<file path="config.mk">
export PLATFORM = sky130hd
export DESIGN_NAME = fuse_config_loader
export DESIGN_NICKNAME = d
export VERILOG_FILES = /design/src/hw/fuse_config_pkg.sv /design/src/hw/fuse_config_loader.sv
export VERILOG_INCLUDE_DIRS = /design/src /design/src/hw
export SDC_FILE = /design/constraint.sdc
export NUM_CORES = 1
export LEC_CHECK = 0
export ABC_AREA = 0
export ABC_CLOCK_PERIOD_IN_PS = 1800
export BUFFER_PORTS_ARGS = -buffer_cell sky130_fd_sc_hd__buf_2
export CORE_MARGIN = 2
export CORE_UTILIZATION = 30
export CTS_BUF_LIST = sky130_fd_sc_hd__clkbuf_8
export DETAILED_ROUTE_END_ITERATION = 16
export GPL_ROUTABILITY_DRIVEN = 0
export GPL_TIMING_DRIVEN = 0
export PLACE_DENSITY = 0.51
export SETUP_SLACK_MARGIN = 0.2
export SLEW_MARGIN = 20
export SYNTH_ARGS = -nofsm -noshare
export SYNTH_HDL_FRONTEND = slang
export SYNTH_SLANG_ARGS = --single-unit
</file>
<file path="constraint.sdc">
create_clock -name clk_i -period 1.8 [get_ports clk_i]
set_input_delay 0.18 -clock clk_i [delete_from_list [all_inputs] [get_ports clk_i]]
set_output_delay 0.18 -clock clk_i [all_outputs]
set_load 0.1 [all_outputs]
</file>
<file path="src/hw/fuse_config_loader_regs.svh">
// constants of the fuse configuration loader: offsets, fields, reset values, timing
`ifndef FUSE_CONFIG_LOADER_REGS_SVH
`define FUSE_CONFIG_LOADER_REGS_SVH
// fuse array offsets
`define FUSE_WDT_OFS 4'h0
`define FUSE_BOD_OFS 4'h1
`define FUSE_OSC_OFS 4'h2
`define FUSE_SYS0_OFS 4'h5
`define FUSE_SYS1_OFS 4'h6
`define FUSE_APP_OFS 4'h7
`define FUSE_BOOT_OFS 4'h8
// distance over the two reserved fuse offsets behind the oscillator byte
`define FUSE_SKIP 4'h2
// shadow slots, one per fuse byte
`define SLOT_WDT 3'h0
`define SLOT_BOD 3'h1
`define SLOT_OSC 3'h2
`define SLOT_SYS0 3'h3
`define SLOT_SYS1 3'h4
`define SLOT_APP 3'h5
`define SLOT_BOOT 3'h6
`define SLOT_LAST 3'h6
`define SLOT_COUNT 7
// field positions
`define WDT_WINDOW_RANGE 7:4
`define WDT_PERIOD_RANGE 3:0
`define BOD_LEVEL_RANGE 7:5
`define BOD_SAMP_BIT 4
`define BOD_ACTIVE_RANGE 3:2
`define BOD_SLEEP_RANGE 1:0
`define OSC_LOCK_BIT 7
`define OSC_FREQ_RANGE 1:0
`define SYS_SCAN_RANGE 7:6
`define SYS_PIN_RANGE 3:2
`define SYS_EEPROM_PRESERVE_BIT_BIT 0
`define SYS_SUT_RANGE 2:0
// shadow reset values
`define ZERO_BYTE 8'h00
`define OSC_RESET 8'h02
`define SYS0_RESET 8'hc4
`define SYS1_RESET 8'h07
// register indices of the bus map; byte address is four times the index
`define REG_INDEX_RANGE 7:2
`define REG_STATUS_IDX 6'h10
`define REG_CONTROL_IDX 6'h11
`define STATUS_LOADED_BIT 0
`define STATUS_RUN_BIT 1
`define STATUS_POR_BIT 2
`define STATUS_LOCKED_BIT 3
`define CONTROL_ERASE_BIT 0
// flash partition: blocks of 256 bytes
`define BLOCK_PAD 8'h00
`define LIMIT_W 17
// timing
`define CLK_FREQ_HZ 50000000
`define STARTUP_STEP_MS 1
`define MS_PER_S 1000
`endif

</file>
<file path="src/hw/fuse_config_pkg.sv">
// types shared by the fuse configuration loader
`default_nettype none
package fuse_config_pkg;
    typedef enum logic [1:0] {
        st_read = 2'b00, st_apply = 2'b01, st_delay = 2'b10, st_run = 2'b11
    } loader_state_type;
    typedef enum logic [1:0] {
        scan_full_flash = 2'b00, scan_boot = 2'b01,
        boot_plus_application_scan = 2'b10, scan_disabled = 2'b11
    } scan_source_type;
    typedef enum logic [1:0] {
        pin_gpio = 2'b00, pin_debug = 2'b01, pin_reset = 2'b10, pin_reserved = 2'b11
    } pin_function_type;
    typedef enum logic [1:0] {
        bod_off = 2'b00, bod_on = 2'b01, bod_sampled = 2'b10, bod_on_wait = 2'b11
    } bod_mode_type;
    typedef enum logic [1:0] {
        freq_res0 = 2'b00, freq_16 = 2'b01, freq_20 = 2'b10, freq_res3 = 2'b11
    } freq_select_type;
    typedef enum logic [1:0] {
        region_boot = 2'b00, region_app_code = 2'b01, region_app_data = 2'b10
    } flash_region_type;
endpackage : fuse_config_pkg
`default_nettype wire

</file>
<file path="src/hw/fuse_config_loader.sv">
// reset-time fuse loader distributing configuration fields to peripherals
`default_nettype none
`include "fuse_config_loader_regs.svh"
// Overview of operation
// - watchdog window gets upper fuse nibble
// - watchdog period gets lower fuse nibble
// - brown-out settings reload only after power-on
// - three-bit threshold level copied to brown-out
// - sampling-rate bit loaded: 0 fast, 1 slow
// - active brown-out mode loaded, four codes
// - sleep brown-out mode loaded, code three reserved; the code loads it as bod_on_wait
// - oscillator lock bit copied to calibration
// - frequency select picks matching factory trims
// - memory scan source encoded four ways
// - shared pin function selected, code three reserved
// - chip erase keeps eeprom if preserve bit set, unless locked
// - startup code sets delay before execution
// - application end marks code boundary blocks
// - zero application end: code to flash top
// - boot end marks boot; zero means all
module fuse_config_loader
    import fuse_config_pkg::*;
#(
    parameter int unsigned STEP_CYCLES = (`CLK_FREQ_HZ / `MS_PER_S) * `STARTUP_STEP_MS,
    parameter int unsigned FLASH_BYTES = 16384,
    parameter int unsigned CAL_W = 8
) (
    input wire logic clk_i,
    input wire logic rst_b_i,
    input wire logic por_b_i,
    // fuse array read port
    output logic [3:0] nvm_addr_o,
    output logic nvm_read_o,
    input wire logic [7:0] nvm_data_i,
    input wire logic nvm_valid_i,
    // factory calibration values
    input wire logic [CAL_W-1:0] factory_trim16_i,
    input wire logic [CAL_W-1:0] factory_trim20_i,
    input wire logic [CAL_W-1:0] factory_temp16_i,
    input wire logic [CAL_W-1:0] factory_temp20_i,
    input wire logic device_locked_i,
    // watchdog
    output logic [3:0] wdt_window_o,
    output logic [3:0] wdt_period_o,
    // brown-out detector
    output logic [2:0] bod_level_o,
    output logic bod_sampling_rate_bit_o,
    output bod_mode_type bod_active_mode_o,
    output bod_mode_type bod_sleep_mode_o,
    // clock controller
    output logic calibration_lock_bit_o,
    output freq_select_type frequency_select_o,
    output logic [CAL_W-1:0] oscillator_trim_field_o,
    output logic [CAL_W-1:0] oscillator_temperature_trim_o,
    // system
    output scan_source_type memory_scan_source_o,
    output pin_function_type reset_pin_function_o,
    output logic chip_erase_o,
    output logic eeprom_erase_o,
    output logic cpu_release_o,
    // flash partition
    output logic [`LIMIT_W-1:0] boot_limit_o,
    output logic [`LIMIT_W-1:0] app_limit_o,
    input wire logic [`LIMIT_W-1:0] flash_probe_addr_i,
    output flash_region_type flash_region_o,
    // avalon-mm slave
    input wire logic [7:0] avs_address_i,
    input wire logic avs_read_i,
    input wire logic avs_write_i,
    input wire logic [31:0] avs_writedata_i,
    input wire logic [3:0] avs_byteenable_i,
    output logic [31:0] avs_readdata_o,
    output logic avs_waitrequest_o
);
    // ------------------------------------------------------------------
    // fetch sequencing
    // ------------------------------------------------------------------
    loader_state_type state;
    logic [2:0] slot;
    logic [7:0] shadow [`SLOT_COUNT];
    logic por_pending;
    logic por_loaded;
    logic [31:0] cyc_count;
    logic [6:0] ms_count;
    logic [6:0] ms_target;
    logic [`LIMIT_W-1:0] flash_top;
    logic bus_ack;
    logic bus_req;
    logic [5:0] bus_index;
    assign flash_top = `LIMIT_W'(FLASH_BYTES);
    // slots from the system byte on step over the two reserved fuse offsets
    assign nvm_addr_o = (slot < `SLOT_SYS0) ? {1'b0, slot} : {1'b0, slot} + `FUSE_SKIP;
    // read request held through every slot until the array answers the last one
    assign nvm_read_o = (state == st_read);
    // walk the fuse bytes, then apply, wait out the startup delay, release
    always_ff @(posedge clk_i or negedge rst_b_i) begin
        if (!rst_b_i) begin
            state <= st_read;
            slot <= `SLOT_WDT;
        end else begin
            unique case (state)
                st_read: begin
                    if (nvm_valid_i) begin
                        if (slot == `SLOT_LAST) begin
                            state <= st_apply;
                        end else begin
                            slot <= slot + 3'h1;
                        end
                    end
                end
                st_apply: begin
                    state <= st_delay;
                end
                st_delay: begin
                    if (ms_count == ms_target) begin
                        state <= st_run;
                    end
                end
                st_run: begin
                    state <= st_run;
                end
            endcase
        end
    end
    // capture each fuse byte; defaults mirror the unprogrammed fuse values
    always_ff @(posedge clk_i or negedge rst_b_i) begin
        if (!rst_b_i) begin
            shadow[`SLOT_WDT] <= `ZERO_BYTE;
            shadow[`SLOT_BOD] <= `ZERO_BYTE;
            shadow[`SLOT_OSC] <= `OSC_RESET;
            shadow[`SLOT_SYS0] <= `SYS0_RESET;
            shadow[`SLOT_SYS1] <= `SYS1_RESET;
            shadow[`SLOT_APP] <= `ZERO_BYTE;
            shadow[`SLOT_BOOT] <= `ZERO_BYTE;
        end else if (state == st_read && nvm_valid_i) begin
            shadow[slot] <= nvm_data_i;
        end
    end
    // ------------------------------------------------------------------
    // startup delay
    // ------------------------------------------------------------------
    // code 0 gives no delay, code n gives 2^(n-1) milliseconds
    always_ff @(posedge clk_i or negedge rst_b_i) begin
        if (!rst_b_i) begin
            ms_target <= 7'h00;
        end else if (state == st_apply) begin
            if (shadow[`SLOT_SYS1][`SYS_SUT_RANGE] == 3'h0) begin
                ms_target <= 7'h00;
            end else begin
                ms_target <= 7'h01 << (shadow[`SLOT_SYS1][`SYS_SUT_RANGE] - 3'h1);
            end
        end
    end
    // millisecond prescaler; a full count is kept as a parameter for fast sims
    always_ff @(posedge clk_i or negedge rst_b_i) begin
        if (!rst_b_i) begin
            cyc_count <= 32'h0000_0000;
            ms_count <= 7'h00;
        end else if (state == st_delay && ms_count != ms_target) begin
            if (cyc_count == 32'(STEP_CYCLES - 1)) begin
                cyc_count <= 32'h0000_0000;
                ms_count <= ms_count + 7'h01;
            end else begin
                cyc_count <= cyc_count + 32'h0000_0001;
            end
        end
    end
    // processor stays in reset until every field is out and the delay is over
    always_ff @(posedge clk_i or negedge rst_b_i) begin
        if (!rst_b_i) begin
            cpu_release_o <= 1'b0;
        end else begin
            cpu_release_o <= (state == st_run);
        end
    end
    // ------------------------------------------------------------------
    // distribution on every system reset
    // ------------------------------------------------------------------
    // watchdog, clock and system fields; held until the next reset
    always_ff @(posedge clk_i or negedge rst_b_i) begin
        if (!rst_b_i) begin
            wdt_window_o <= 4'h0;
            wdt_period_o <= 4'h0;
            memory_scan_source_o <= scan_full_flash;
            reset_pin_function_o <= pin_gpio;
            calibration_lock_bit_o <= 1'b0;
            frequency_select_o <= freq_res0;
        end else if (state == st_apply) begin
            wdt_window_o <= shadow[`SLOT_WDT][`WDT_WINDOW_RANGE];
            wdt_period_o <= shadow[`SLOT_WDT][`WDT_PERIOD_RANGE];
            memory_scan_source_o <=
                scan_source_type'(shadow[`SLOT_SYS0][`SYS_SCAN_RANGE]);
            reset_pin_function_o <=
                pin_function_type'(shadow[`SLOT_SYS0][`SYS_PIN_RANGE]);
            calibration_lock_bit_o <= shadow[`SLOT_OSC][`OSC_LOCK_BIT];
            frequency_select_o <= freq_select_type'(shadow[`SLOT_OSC][`OSC_FREQ_RANGE]);
        end
    end
    // factory trims follow the frequency; reserved codes fall back to the faster set
    always_ff @(posedge clk_i or negedge rst_b_i) begin
        if (!rst_b_i) begin
            oscillator_trim_field_o <= '0;
            oscillator_temperature_trim_o <= '0;
        end else if (state == st_apply) begin
            if (shadow[`SLOT_OSC][`OSC_FREQ_RANGE] == freq_16) begin
                oscillator_trim_field_o <= factory_trim16_i;
                oscillator_temperature_trim_o <= factory_temp16_i;
            end else begin
                oscillator_trim_field_o <= factory_trim20_i;
                oscillator_temperature_trim_o <= factory_temp20_i;
            end
        end
    end
    // ------------------------------------------------------------------
    // brown-out settings, power-on domain
    // ------------------------------------------------------------------
    // these sit on the power-on reset only, so a system reset cannot disturb them
    always_ff @(posedge clk_i or negedge por_b_i) begin
        if (!por_b_i) begin
            por_pending <= 1'b1;
            por_loaded <= 1'b0;
        end else if (state == st_apply && por_pending) begin
            por_pending <= 1'b0;
            por_loaded <= 1'b1;
        end
    end
    // reload only on the first apply after power-on
    always_ff @(posedge clk_i or negedge por_b_i) begin
        if (!por_b_i) begin
            bod_level_o <= 3'h0;
            bod_sampling_rate_bit_o <= 1'b0;
            bod_active_mode_o <= bod_off;
            bod_sleep_mode_o <= bod_off;
        end else if (state == st_apply && por_pending) begin
            bod_level_o <= shadow[`SLOT_BOD][`BOD_LEVEL_RANGE];
            bod_sampling_rate_bit_o <= shadow[`SLOT_BOD][`BOD_SAMP_BIT];
            bod_active_mode_o <= bod_mode_type'(shadow[`SLOT_BOD][`BOD_ACTIVE_RANGE]);
            bod_sleep_mode_o <= bod_mode_type'(shadow[`SLOT_BOD][`BOD_SLEEP_RANGE]);
        end
    end
    // ------------------------------------------------------------------
    // flash partition
    // ------------------------------------------------------------------
    // boundaries in bytes; a zero boot end turns the whole flash into boot
    always_ff @(posedge clk_i or negedge rst_b_i) begin
        if (!rst_b_i) begin
            boot_limit_o <= '0;
            app_limit_o <= '0;
        end else if (state == st_apply) begin
            if (shadow[`SLOT_BOOT] == `ZERO_BYTE) begin
                boot_limit_o <= flash_top;
            end else begin
                boot_limit_o <= `LIMIT_W'({shadow[`SLOT_BOOT], `BLOCK_PAD});
            end
            if (shadow[`SLOT_APP] == `ZERO_BYTE) begin
                app_limit_o <= flash_top;
            end else begin
                app_limit_o <= `LIMIT_W'({shadow[`SLOT_APP], `BLOCK_PAD});
            end
        end
    end
    // classify an address; application end below boot end leaves no code section
    always_ff @(posedge clk_i or negedge rst_b_i) begin
        if (!rst_b_i) begin
            flash_region_o <= region_boot;
        end else if (flash_probe_addr_i < boot_limit_o) begin
            flash_region_o <= region_boot;
        end else if (flash_probe_addr_i < app_limit_o) begin
            flash_region_o <= region_app_code;
        end else begin
            flash_region_o <= region_app_data;
        end
    end

    // ------------------------------------------------------------------
    // register bus
    // ------------------------------------------------------------------
    // one wait state per access; the second edge completes it
    assign bus_req = avs_read_i | avs_write_i;
    assign bus_index = avs_address_i[`REG_INDEX_RANGE];
    assign avs_waitrequest_o = bus_req & ~bus_ack;

    always_ff @(posedge clk_i or negedge rst_b_i) begin
        if (!rst_b_i) begin
            bus_ack <= 1'b0;
        end else begin
            bus_ack <= bus_req & ~bus_ack;
        end
    end

    // read data registered in the wait cycle; unmapped words read zero
    always_ff @(posedge clk_i or negedge rst_b_i) begin
        if (!rst_b_i) begin
            avs_readdata_o <= 32'h0000_0000;
        end else if (avs_read_i && !bus_ack) begin
            avs_readdata_o <= 32'h0000_0000;
            unique case (bus_index)
                6'(`FUSE_WDT_OFS): avs_readdata_o[7:0] <= shadow[`SLOT_WDT];
                6'(`FUSE_BOD_OFS): avs_readdata_o[7:0] <= shadow[`SLOT_BOD];
                6'(`FUSE_OSC_OFS): avs_readdata_o[7:0] <= shadow[`SLOT_OSC];
                6'(`FUSE_SYS0_OFS): avs_readdata_o[7:0] <= shadow[`SLOT_SYS0];
                6'(`FUSE_SYS1_OFS): avs_readdata_o[7:0] <= shadow[`SLOT_SYS1];
                6'(`FUSE_APP_OFS): avs_readdata_o[7:0] <= shadow[`SLOT_APP];
                6'(`FUSE_BOOT_OFS): avs_readdata_o[7:0] <= shadow[`SLOT_BOOT];
                `REG_STATUS_IDX: begin
                    avs_readdata_o[`STATUS_LOADED_BIT] <= (state == st_delay) ||
                                                         (state == st_run);
                    avs_readdata_o[`STATUS_RUN_BIT] <= cpu_release_o;
                    avs_readdata_o[`STATUS_POR_BIT] <= por_loaded;
                    avs_readdata_o[`STATUS_LOCKED_BIT] <= device_locked_i;
                end
                default: avs_readdata_o <= 32'h0000_0000;
            endcase
        end
    end

    // erase command: a locked part always loses the eeprom
    always_ff @(posedge clk_i or negedge rst_b_i) begin
        if (!rst_b_i) begin
            chip_erase_o <= 1'b0;
            eeprom_erase_o <= 1'b0;
        end else begin
            chip_erase_o <= 1'b0;
            eeprom_erase_o <= 1'b0;
            if (avs_write_i && bus_ack && bus_index == `REG_CONTROL_IDX &&
                avs_byteenable_i[0] && avs_writedata_i[`CONTROL_ERASE_BIT]) begin
                chip_erase_o <= 1'b1;
                eeprom_erase_o <= device_locked_i ||
                                  !shadow[`SLOT_SYS0][`SYS_EEPROM_PRESERVE_BIT_BIT];
            end
        end
    end

    // ------------------------------------------------------------------
    // assertions
    // ------------------------------------------------------------------
    property p_window;
        @(posedge clk_i) disable iff (!rst_b_i)
        cpu_release_o |-> wdt_window_o == shadow[`SLOT_WDT][`WDT_WINDOW_RANGE];
    endproperty
    a_window: assert property (p_window) else $error("watchdog window mismatch");
    property p_period;
        @(posedge clk_i) disable iff (!rst_b_i)
        state == st_apply |=> wdt_period_o == shadow[`SLOT_WDT][`WDT_PERIOD_RANGE];
    endproperty
    a_period: assert property (p_period) else $error("watchdog period mismatch");
    property p_bod_hold;
        @(posedge clk_i) disable iff (!por_b_i)
        !por_pending |=> $stable(bod_level_o) && $stable(bod_active_mode_o);
    endproperty
    a_bod_hold: assert property (p_bod_hold) else $error("brown-out changed");
    property p_bod_level;
        @(posedge clk_i) disable iff (!por_b_i || !rst_b_i)
        state == st_apply && por_pending |=>
            bod_level_o == shadow[`SLOT_BOD][`BOD_LEVEL_RANGE] &&
            bod_sampling_rate_bit_o == shadow[`SLOT_BOD][`BOD_SAMP_BIT];
    endproperty
    a_bod_level: assert property (p_bod_level) else $error("brown-out not loaded");
    property p_lock;
        @(posedge clk_i) disable iff (!rst_b_i)
        cpu_release_o |-> calibration_lock_bit_o == shadow[`SLOT_OSC][`OSC_LOCK_BIT];
    endproperty
    a_lock: assert property (p_lock) else $error("lock bit mismatch");
    property p_trim16;
        @(posedge clk_i) disable iff (!rst_b_i)
        state == st_apply && shadow[`SLOT_OSC][`OSC_FREQ_RANGE] == freq_16 |=>
            oscillator_trim_field_o == $past(factory_trim16_i);
    endproperty
    a_trim16: assert property (p_trim16) else $error("wrong trim set");
    property p_erase_locked;
        @(posedge clk_i) disable iff (!rst_b_i)
        chip_erase_o && $past(device_locked_i) |-> eeprom_erase_o;
    endproperty
    a_erase_locked: assert property (p_erase_locked) else $error("eeprom kept");
    property p_no_delay;
        @(posedge clk_i) disable iff (!rst_b_i)
        $rose(state == st_delay) && ms_target == 7'h00 |-> ##[1:2] cpu_release_o;
    endproperty
    a_no_delay: assert property (p_no_delay) else $error("release late");
    property p_boot_all;
        @(posedge clk_i) disable iff (!rst_b_i)
        state == st_apply && shadow[`SLOT_BOOT] == `ZERO_BYTE |=> boot_limit_o == flash_top;
    endproperty
    a_boot_all: assert property (p_boot_all) else $error("boot limit wrong");
    property p_release_stable;
        @(posedge clk_i) disable iff (!rst_b_i)
        cpu_release_o |=> cpu_release_o && $stable(wdt_window_o) && $stable(app_limit_o);
    endproperty
    a_release_stable: assert property (p_release_stable) else $error("unstable");
endmodule // fuse_config_loader
`default_nettype wire

</file>
# [Word level (Yosys, flattened, before mapping)]
# Index checks and enable logic that the tools add are counted.
[word_totals] reg_bits=196 inputBits=108 output_inout_bits=116 wordCells=110
[op_classes] n_addsub=5 n_lt_le_gt_ge=5 eq_ne=19 shift=1 mux=20 bitwise_logic=5 reduce_logical=21
[ops] cell="$bwmux W56" count=1
[ops] cell="$lt A17 B17 Y1" count=2
[ops] cell="$add A32 B1 Y32 const B" count=1
[ops] cell="$eq A32 B16 Y1 const B" count=1
[ops] cell="$mux W16" count=2
[ops] cell="$mux W32" count=1
[ops] cell="$pmux W4 S8" count=1
[ops] cell="$pmux W4 S7" count=1
[ops] cell="$demux W8 S3" count=1
[ops] cell="$mux W8" count=3
[ops] cell="$eq A6 B3 Y1 const B" count=3
[ops] cell="$logic_not A8 Y1" count=2
[ops] cell="$eq A6 B5 Y1 const B" count=2
[ops] cell="$mux W2" count=5
[ops] cell="$logic_and A1 B1 Y1" count=9
[ops] cell="$pmux W2 S4" count=1
[ops] cell="$add A7 B1 Y7 const B" count=1
[ops] cell="$eq A7 B7 Y1" count=1
[ops] cell="$mux W7" count=1
[ops] cell="$ne A7 B7 Y1" count=1
[ops] cell="$shl A1 B3 Y7 const A" count=1
[ops] cell="$eq A6 B1 Y1 const B" count=1
[ops] cell="$eq A6 B2 Y1 const B" count=1
[ops] cell="$eq A6 B4 Y1 const B" count=1
[ops] cell="24 further kinds" count=32

# [Depth between registers and ports, before layout]
# Gate-level depths: netlist of run 1.
[depth] ltp_word=6 depth_mapped=7 ltp_nobuf=7

# [Worst setup path after synthesis of run 1]
# OpenSTA, ideal clock, no wires.
[synth_path] kind="register to register" from="register state[1]" to="register shadow[10] in the netlist's numbering" setup_time_ps=125 t_arrival_ps=2688 t_required_ps=1675 path_slack_ps=-1012 stages_incl_launch_ff=6 n_path_buf=1 period_less_slack_ps=2812 cell_sequence="dfrtp_1 > nor2_1 > and3_1 > clkbuf_1 > nand2_1 > mux2_2"
[synth_via] elab_chain_cells=2
[synth_lines] element="start, declared" line_no="fuse_config_loader.sv:78" source="loader_state_type state;"
[synth_lines] element="start signal, assigned" line_no="fuse_config_loader.sv:98" source="state <= st_read;"
[synth_lines] element="start signal, assigned" line_no="fuse_config_loader.sv:105" source="state <= st_apply;"
[synth_lines] element="start signal, assigned" line_no="fuse_config_loader.sv:112" source="state <= st_delay;"
[synth_lines] element="$logic_not A2 Y1"
[synth_lines] element="net nvm_read_o" line_no="fuse_config_loader.sv:33" source="output logic nvm_read_o,"
[synth_lines] element="$logic_and A1 B1 Y1" line_no="fuse_config_loader.sv:135" source="end else if (state == st_read && nvm_valid_i) begin"
[synth_lines] element="end signal, assigned by index" line_no="fuse_config_loader.sv:133" source="shadow[`SLOT_APP] <= `ZERO_BYTE;"
[synth_lines] element="end signal, assigned by index" line_no="fuse_config_loader.sv:134" source="shadow[`SLOT_BOOT] <= `ZERO_BYTE;"
[synth_lines] element="end signal, assigned by index" line_no="fuse_config_loader.sv:136" source="shadow[slot] <= nvm_data_i;"
[synth_lines] element="end, declared" line_no="fuse_config_loader.sv:80" source="logic [7:0] shadow [`SLOT_COUNT];"
# The timed path passes the listed nets, and every way through them passes these cells.
# A chain may end at the register's enable or synchronous reset.

# [Worst setup path in the final report of run 1]
[layout_path] from="register cyc_count[18]" to="register ms_count[1]"
[layout_via] elab_chain_cells=2
[layout_lines] element="start, declared" line_no="fuse_config_loader.sv:83" source="logic [31:0] cyc_count;"
[layout_lines] element="start signal, assigned" line_no="fuse_config_loader.sv:164" source="cyc_count <= cyc_count + 32'h0000_0001;"
[layout_lines] element="$eq A32 B16 Y1" line_no="fuse_config_loader.sv:160" source="if (cyc_count == 32'(STEP_CYCLES - 1)) begin"
[layout_lines] element="$reduce_and A2 Y1 (no source line)"
[layout_lines] element="end signal, assigned" line_no="fuse_config_loader.sv:162" source="ms_count <= ms_count + 7'h01;"
[layout_lines] element="end, declared" line_no="fuse_config_loader.sv:84" source="logic [6:0] ms_count;"
# No other way between the ends.

==> impl_metrics.toml, run 1 <==
[finish]
drive_gt1_share_pct = 44.7
syn_to_final_growth_pct = 40.9
antenna_cells = 0
fillers = 2792
design_area_sq_um = 12100
layout.nets = 1212
stdcell_count = 1477

[drt]
drt_wl_total_um = 23900
drtIter0Drc = 365
first_pass_iters = 5
drc_errors = 0
vias_per_cell = 4.58
drt.antenna.violating_nets = 0
routedWlPerCell_um = 16.2
vias = 6766

[clock_network]
clk_latency_ns = 0.48
clock_sinks = 178
clk_pin_slew_worst_paths_ns = 0.11
cts_tree = "done"
htreeDepth = 4
cts_buffers = 17
clockRootBuffer = "clkbuf_8"
cts.path.max_buffers = 2

[synthesis]
synthArstFlopShare_pct = 100
synth_fa_ha_area_share_pct = 3.49
synth_top_family_by_area = "simple AND/OR/NAND/NOR gates"
synth_xor_area_share_pct = 3.66
ys.flop_type = "dfrtp_1"
synth_area_sq_um = 8610
synth_edf_count = 0
synth_area_leaders = "dfrtp_1 (49%), mux2_2 (8.5%), nand2_1 (5.4%)"
synth_seq_area_share_pct = 51.8
yosysWarnings = 0
synth_cells = 797
synth.most_common_cell = "dfrtp_1"
synth-compound-area-share_pct = 8.66
synth_top_area_cell = "dfrtp_1"
synthMuxAreaShare_pct = 10.8
yosys.area.top_type_share_pct = 49.4
synth-simple-area-share_pct = 15.3
ys_ff_latch = 178
yosysUniqueCellTypes = 53
syn_area_per_cell_sq_um = 10.8
synth_commonest_cells = "dfrtp_1 (170), nand2_1 (123), mux2_2 (65)"

[grt]
grt_pass1_wl_um = 37500
antenna_found_initial = 0
grt.overflow.total = 0
grtUsageTotal_pct = 15.8
grt_pass1_vias = 6716
grt_max_degree = 86

[worst_setup_path]
r2r-end = "ms_count[1]"
r2r_setup_slack_ns = -0.24
critPathMaxFanout = 9
slowest_stage = "or4_4"
cp_top_family = "simple AND/OR/NAND/NOR gates"
timing.rr.start = "cyc_count[18]"
start_kind = "flop"
path_cells = "nor4_4, nand2_1, or4_4, buf_6, nor2_4, mux2_2"
reg2reg_depth = 6
endpoint_kind = "flop"
cp.buffers_inverters = 1
path_class = "flop to flop"
arrival_ns = 2.39
slowest_delay_ns = 0.51
crit_required_ns = 2.15

[timing]
final.setup.worst_slack_ns = -0.238
worst_slew_margin_rel_pct = 55.2
fmax_mhz = 491
fin_crit_sh_pct = 113
min_period_ns = 2.04
setup_viol = 20
final-hold-violation-count = 0
rsz0062_at_grt = "yes"
skew_ns = 0.0169
worstMarginPinSlew_ns = 0.671
drv_slew = 0

[die]
io_pins = 224
core.rowCount = 62
core_area_sq_um = 28500
initial_core_util_pct = 30.2
die_x_um = 173
die_area_sq_um = 30100
dieHeight_um = 173

[run_status]
outcome = "finished, violations left"
violations = "negative setup slack"

[hold_path]
whs_path_depth = 3
hp-class = "primary input to flop"
min_to = "oscillator_trim_field_o[2]"
min_from = "factory_trim20_i[2]"

[pwr]
pwr-share-seq_pct = 35.4
clkPwrFrac_pct = 18.1
power.switching_uw = 7870
p_comb_share_pct = 46.5
p_per_area_nw_per_um2 = 1320
p_sw_share_pct = 49.1
total_leakage_power_uw = 0.00594
vdd_drop_max_v = 0.00183
p_int_uw = 8170

[placement]
place_area_sq_um = 10200
hpwl_um = 16600
portBuffers = 137
place_inst = 1360

[run]
drv_cap = 0
## cell type report
cell class              instances  area [sq um]  share of cell area, %
well taps                     384           480                   3.96
repair buffers                223          1580                   13.0
plain buffers                  66           519                   4.28
flip-flops and latches        178          4530                   37.4
clock inverters                15           183                   1.51
multi-input cells             564          4480                   36.9
clock buffers                  17           234                   1.93
inverters                      30           120                  0.990
## metal layers
metal / part of all wire [%] / global-route usage [%] / up-vias
li1: - / - / 3295
met4: 1.8 / 5.33 / 0
met2: 49 / 26.0 / 157
met5: 0 / 0 / -
met3: 4.4 / 3.18 / 25
met1: 45 / 20.8 / 3289
## worst register-to-register path, delay by kind of cell, from the launching register on
kind	cells	cell delay, ns
and+or+nand+nor	4	0.97
DFF	1	0.44
buffers and inverters	1	0.17
muxes	1	0.33
## power by group through the flow
stage,registers [uW],logic (uW),clock network [uW]
global placement,5790,6320,0
floorplan,8440,2470,0
detailed placement,5800,6360,0
global route,5810,7850,3170
finish,5680,7450,2900
CTS,5700,7040,3000
## cell families (layout without fill, tap and decap cells)
group / after synthesis / in the layout
compound gates: 118 / 118
xor+xnor: 36 / 36
fa+ha+maj: 24 / 24
buf+inv: 96 / 351
flops: 178 / 178
mux: 85 / 85
other cells: 1 / 42
simple gates: 259 / 259
## per-stage QoR
| step | util, % | power, uW | hold slack, ns | setup WS (ns) | TNS (ns) |
|---|---|---|---|---|---|
| global route | 42.6 | 16800 | 0.0124 | -0.342 | -4.95 |
| finish | 42.6 | 16000 | 0.0150 | -0.238 | -2.68 |
| CTS | 39.9 | 15700 | 0.000687 | -0.245 | -2.86 |
| detailed placement | 35.7 | 12200 | 0.0524 | -0.358 | -16.58 |
| global placement | 35.5 | 12100 | 0.0509 | -2.93 | -402.82 |
| floorplan | - | 10900 | -0.116 | -0.110 | -2.05 |
## what timing repair did
action                                 4_1_cts  5_1_grt
endpoints found under the hold margin      106        0
hold buffers                                32        0
pin swaps                                    9       23
gates resized for setup                     96      119
setup endpoints to repair                  148      122
buffers inserted                            17       34
gates cloned                                 1        1
## sequential cells by signal, summed over array words and instances (netlist names), 7 cells and up
signal	flops
avs_readdata_o	8
oscillator_temperature_trim_o	8
oscillator_trim_field_o	8
app_limit_o	8
ms_target	7
shadow	56
ms_count	7
boot_limit_o	8
cyc_count	32
## cells in the final DEF, fill, tap and decap left out, types with 7 or more instances in the layout
cell	instances
buf_4	86
mux2_2	53
buf_6	16
dlygate4sd3_1	32
buf_2	133
nor2_4	7
a21oi_1	11
nand2_1	112
ha_1	16
dfrtp_4	9
a22oi_1	24
nand4_1	12
ha_4	8
xor2_1	16
xnor2_2	7
o21ai_0	44
clkbuf_8	17
nand3_1	16
dfrtp_1	133
conb_1	42
nand2b_1	8
nor3_1	13
dfstp_2	8
mux2_4	12
dfrtp_2	28
nor2_1	11
inv_1	25
xnor2_1	12
mux2i_1	20
## worst max path at each step
stage                     startpoint                end  slack, ns  cells after the start
floorplan              cyc_count[20]        ms_count[1]      -0.11                      6
global placement             rst_b_i    app_limit_o[11]      -2.93                      1
detailed placement  avs_address_i[5]  avs_readdata_o[3]      -0.36                      6
CTS                    cyc_count[20]        ms_count[1]      -0.25                      6
global route           cyc_count[19]        ms_count[1]      -0.34                      6
finish                 cyc_count[18]        ms_count[1]      -0.24                      6
Note: power is estimated with default switching activity, not from simulation.
==> inputs of run 2 (changes only) <==
--- a/config.mk
+++ b/config.mk
@@ -12,6 +12,7 @@
 export CORE_MARGIN = 2
 export CORE_UTILIZATION = 30
 export CTS_BUF_LIST = sky130_fd_sc_hd__clkbuf_8
+export CTS_CLUSTER_SIZE = 10
 export DETAILED_ROUTE_END_ITERATION = 16
 export GPL_ROUTABILITY_DRIVEN = 0
 export GPL_TIMING_DRIVEN = 0
==> constraint.sdc (replaced) <==
create_clock -name clk_i -period 1.8 [get_ports clk_i]
set_input_delay 0.09 -clock clk_i [delete_from_list [all_inputs] [get_ports clk_i]]
set_output_delay 0.09 -clock clk_i [all_outputs]
set_load 0.1 [all_outputs]
==> impl_metrics.toml, run 2 (synthesized netlist as in run 1, its figures left out) <==
[worst_setup_path]
slowest_delay_ns = 0.53
start_kind = "flop"
timing.rr.start = "cyc_count[23]"
cp.buffers_inverters = 1
path_class = "flop to flop"
r2r-end = "ms_count[1]"
critPathMaxFanout = 8
crit_required_ns = 2.16
cp_top_family = "simple AND/OR/NAND/NOR gates"
slowest_stage = "or4_4"
path_cells = "nor4_2, nand2_1, or4_4, buf_8, nor2_4, mux2_4"
reg2reg_depth = 6
arrival_ns = 2.40
endpoint_kind = "flop"
r2r_setup_slack_ns = -0.24

[placement]
portBuffers = 137
hpwl_um = 16700
place_inst = 1360

[run_status]
outcome = "finished, violations left"
violations = "negative setup slack"

[clock_network]
cts.path.max_buffers = 2
clk_pin_slew_worst_paths_ns = 0.13
htreeDepth = 4
cts_tree = "done"
clk_latency_ns = 0.49
clock_sinks = 178
clockRootBuffer = "clkbuf_8"
cts_buffers = 17

[finish]
layout.nets = 1226
layout_commonest_cell = "dfrtp_1"
fillers = 2771
stdcell_count = 1491
multi_input_area_sq_um = 4440
regMostFlops = "shadow"
reg.largest.list = "shadow (56), cyc_count (32)"
largest_register_ffs = 56
drive_gt1_share_pct = 41.1
antenna_cells = 0
syn_to_final_growth_pct = 42.2
layout.cells.most_common_list = "dfrtp_1 (143), buf_2 (134), nand2_1 (113)"
seq_area_sq_um = 4520

[die]
initial_core_util_pct = 30.2
core_area_sq_um = 28500
io_pins = 224
core.rowCount = 62
die_area_sq_um = 30100
die_x_um = 173
dieHeight_um = 173

[grt]
grt.overflow.total = 0
grt_max_degree = 90
grtUsageTotal_pct = 16.4
grt_pass1_wl_um = 38800
antenna_found_initial = 0
grt_pass1_vias = 7151

[timing]
fin_crit_sh_pct = 113
min_period_ns = 2.04
hold_ws_ns = 0.0507
final-hold-violation-count = 0
worst_slew_margin_rel_pct = 51.6
fmax_mhz = 491
drv_slew = 0
setup_viol = 18
worstMarginPinSlew_ns = 0.724
final.setup.worst_slack_ns = -0.238
rsz0062_at_grt = "yes"
skew_ns = 0.0234

[hold_path]
min_from = "nvm_data_i[2]"
whs_path_depth = 2
min_to = "shadow[50]"
hp-class = "primary input to flop"

[pwr]
p_per_area_nw_per_um2 = 1320
vdd_drop_max_v = 0.00168
total_leakage_power_uw = 0.00610

[drt]
drt_wl_total_um = 24900
drc_errors = 0
vias_per_cell = 4.63
routedWlPerCell_um = 16.7
drt.antenna.violating_nets = 0
vias = 6907
drtIter0Drc = 315
first_pass_iters = 5

[run]
drv_cap = 0
## run 2: cell types whose count changed in the layout (fill, tap and decap cells not counted), sizes merged
cell,previous run,this run
clkinv,5,8
dlygate4sd3,32,50
buf,246,240
clkbuf,28,30
inv,39,36
## run 2: final cells by class
class | instances | share of cell area (%)
plain buffers | 66 | 4.21
clock inverters | 15 | 1.70
inverters | 30 | 0.961
clock buffers | 17 | 1.91
well taps | 384 | 3.92
flip-flops and latches | 178 | 36.9
multi-input cells | 564 | 36.3
repair buffers | 237 | 14.1
## run 2: worst max-delay path by stage
stage,startpoint,cells past startpoint,end
2_1_floorplan,cyc_count[20],6,ms_count[1]
3_3_place_gp,rst_b_i,1,app_limit_o[10]
3_5_place_dp,cyc_count[27],7,cyc_count[15]
4_1_cts,cyc_count[23],6,ms_count[1]
5_1_grt,cyc_count[22],6,ms_count[1]
6_report,cyc_count[23],6,ms_count[1]
## run 2: layer usage
metal	global-route usage, %	share of wire, %
met1	21.0	44
met3	3.55	4.1
met5	0	0
met2	27.8	50
met4	5.26	1.9
## run 2: worst register-to-register path, cell delays in order (launching register included)
cell,delay [ns]
dfrtp_1,0.43
nor4_2,0.29
nand2_1,0.11
or4_4,0.53
buf_8,0.17
nor2_4,0.10
mux2_4,0.30
## run 2: per-stage QoR
step	instance area, sq um	TNS, ns	worst slack [ns]	util [%]	total power, uW
after floorplan	8930	-2.07	-0.110	-	10900
after global placement	10100	-389.98	-2.87	35.4	12100
after detailed placement	10100	-14.62	-0.353	35.6	12100
after CTS	11700	-3.13	-0.219	41.0	15800
after global routing	12200	-4.39	-0.305	43.0	16900
final	12200	-2.61	-0.238	43.0	16100
## run 2: timing repair
item | in CTS | in global routing
pin swaps | 16 | 19
gates resized for setup | 99 | 109
hold buffers | 50 | 0
endpoints found under the hold margin | 164 | 0
cloned | 1 | 2
endpoints found under the setup margin | 145 | 123
buffers inserted | 28 | 18
## run 2: power by group
group / internal [uW] / leakage, uW / switching, uW
Sequential: 4940 / 0.00231 / 760
Clock: 1210 / 0.000217 / 1780
Combinational: 2040 / 0.00357 / 5380
Total: 8190 / 0.00610 / 7920
==> inputs of run 3 (changes only) <==
--- a/config.mk
+++ b/config.mk
@@ -10,13 +10,13 @@
 export ABC_CLOCK_PERIOD_IN_PS = 1800
 export BUFFER_PORTS_ARGS = -buffer_cell sky130_fd_sc_hd__buf_2
 export CORE_MARGIN = 2
-export CORE_UTILIZATION = 30
+export CORE_UTILIZATION = 49
 export CTS_BUF_LIST = sky130_fd_sc_hd__clkbuf_8
 export CTS_CLUSTER_SIZE = 10
 export DETAILED_ROUTE_END_ITERATION = 16
 export GPL_ROUTABILITY_DRIVEN = 0
 export GPL_TIMING_DRIVEN = 0
-export PLACE_DENSITY = 0.51
+export PLACE_DENSITY = 0.77
 export SETUP_SLACK_MARGIN = 0.2
 export SLEW_MARGIN = 20
 export SYNTH_ARGS = -nofsm -noshare
==> constraint.sdc (replaced) <==
create_clock -name clk_i -period 1.8 [get_ports clk_i]
set_input_delay 0.54 -clock clk_i [delete_from_list [all_inputs] [get_ports clk_i]]
set_output_delay 0.54 -clock clk_i [all_outputs]
set_load 0.1 [all_outputs]
==> impl_metrics.toml, run 3 (synthesized netlist as in run 1, its figures left out) <==
[worst_setup_path]
start_kind = "flop"
path_class = "flop to output port"
arrival_ns = 1.66
crit_required_ns = 1.26
startpoint = "slot[2]"
timing.rr.start = "cyc_count[17]"
critPathMaxFanout = 3
endpoint_kind = "output port"

[drt]
routedWlPerCell_um = 20.5
vias = 7444
first_pass_iters = 6
drtIter0Drc = 485
drt_wl_total_um = 27000
drt.antenna.violating_nets = 0
drc_errors = 0
vias_per_cell = 5.64

[grt]
grt_max_degree = 66
grtUsageTotal_pct = 27.5
grt.overflow.total = 0
grt_use_met1_pct = 33.8
met2_usage_pct = 47.6
grt_pass1_vias = 7543
grt_pass1_wl_um = 39500
busiest_layer = "met2"
antenna_found_initial = 0
use_met3_pct = 5.52

[finish]
antenna_cells = 0
layout.cells.most_common_list = "dfrtp_1 (140), nand2_1 (109), buf_4 (105)"
layout.nets = 1215
drive_gt1_share_pct = 49.2
largest_register_ffs = 56
syn_to_final_growth_pct = 54.8
regMostFlops = "shadow"
layout_commonest_cell = "dfrtp_1"
reg.largest.list = "shadow (56), cyc_count (32)"
fin_util_pct = 77.3
fillers = 994

[placement]
hpwl_um = 15300
portBuffers = 137

[clock_network]
cts_buffers = 17
cts.path.max_buffers = 2
clockRootBuffer = "clkbuf_8"
clk_latency_ns = 0.48
clk_pin_slew_worst_paths_ns = 0.10
cts_tree = "done"
clock_sinks = 178
htreeDepth = 4

[timing]
tns_ns = -6.14
rsz0062_at_grt = "yes"
setup_viol = 31
skew_ns = 0.0192
min_period_ns = 2.20
fin_crit_sh_pct = 122
worst_slew_margin_rel_pct = 51.8
fmax_mhz = 455
drv_slew = 0
final-hold-violation-count = 0
final.setup.worst_slack_ns = -0.396
worstMarginPinSlew_ns = 0.715

[pwr]
total_power_uw = 18000
vdd_drop_max_v = 0.00228
p_per_area_nw_per_um2 = 1350
total_leakage_power_uw = 0.00650

[hold_path]
min_from = "device_locked_i"
hp-class = "primary input to flop"

[die]
io_pins = 224
die_x_um = 137
core_area_sq_um = 17200
dieHeight_um = 137
die_area_sq_um = 18700
core.rowCount = 48
initial_core_util_pct = 50.0

[run_status]
violations = "negative setup slack"
outcome = "finished, violations left"

[run]
drv_cap = 0
run 3: timing repair:
action,in CTS,in global routing
endpoints found under the setup margin,213,279
endpoints found under the hold margin,49,0
setup buffers,59,20
gates resized for setup,430,103
pin swaps,35,38
cloned,3,3
hold buffers,2,0
run 3: final timing paths:
| check | cells past startpoint | end | slack, ns |
|---|---|---|---|
| setup / recovery | 5 | nvm_addr_o[2] | -0.40 |
| hold / removal | 3 | eeprom_erase_o | 0.33 |
| setup reg to reg | 8 | cyc_count[15] | -0.35 |
| hold reg to reg | 1 | bus_ack | 0.49 |
| max in group asynchronous | 4 | shadow[30] | 0.37 |
| min in group asynchronous | 2 | bod_active_mode_o[0] | 0.45 |
run 3: layer usage:
layer | up-vias | part of all wire [%]
li1 | 3290 | -
met1 | 3730 | 38
met2 | 340 | 53
met3 | 84 | 5.8
met4 | 0 | 3.8
met5 | - | 0
run 3: metrics by stage:
| stage | hold slack, ns | cell area [sq um] | setup WS (ns) | cells |
|---|---|---|---|---|
| after floorplan | 0.244 | 9070 | -0.126 | 838 |
| after global placement | 0.407 | 10000 | -2.88 | 1200 |
| after detailed placement | 0.406 | 10100 | -0.431 | 1202 |
| after CTS | 0.277 | 12700 | -0.418 | 1298 |
| after global routing | 0.302 | 13300 | -0.451 | 1321 |
| final | 0.330 | 13300 | -0.396 | 1321 |
run 3: area by class of cell:
| cell class | instances | area [sq um] | area share [%] |
|---|---|---|---|
| multi-input cells | 564 | 4710 | 35.3 |
| flip-flops and latches | 178 | 4520 | 33.9 |
| repair buffers | 226 | 2710 | 20.3 |
| plain buffers | 66 | 542 | 4.06 |
| well taps | 225 | 282 | 2.11 |
| clock buffers | 17 | 234 | 1.76 |
| clock inverters | 15 | 208 | 1.56 |
| inverters | 30 | 118 | 0.882 |
run 3: power by group:
group | switching (uW) | leakage [uW] | internal [uW] | total (uW)
registers | 1020 | 0.00230 | 4950 | 5960
logic | 5590 | 0.00398 | 3360 | 8950
clock network | 1550 | 0.000220 | 1530 | 3090
total | 8160 | 0.00650 | 9840 | 18000
run 3: worst max-delay path: stages, from the launching register on:
cell	delay [ns]
dfrtp_2	0.40
inv_4	0.05
buf_4	0.13
ha_4	0.26
nor2b_4	0.17
buf_12	0.18
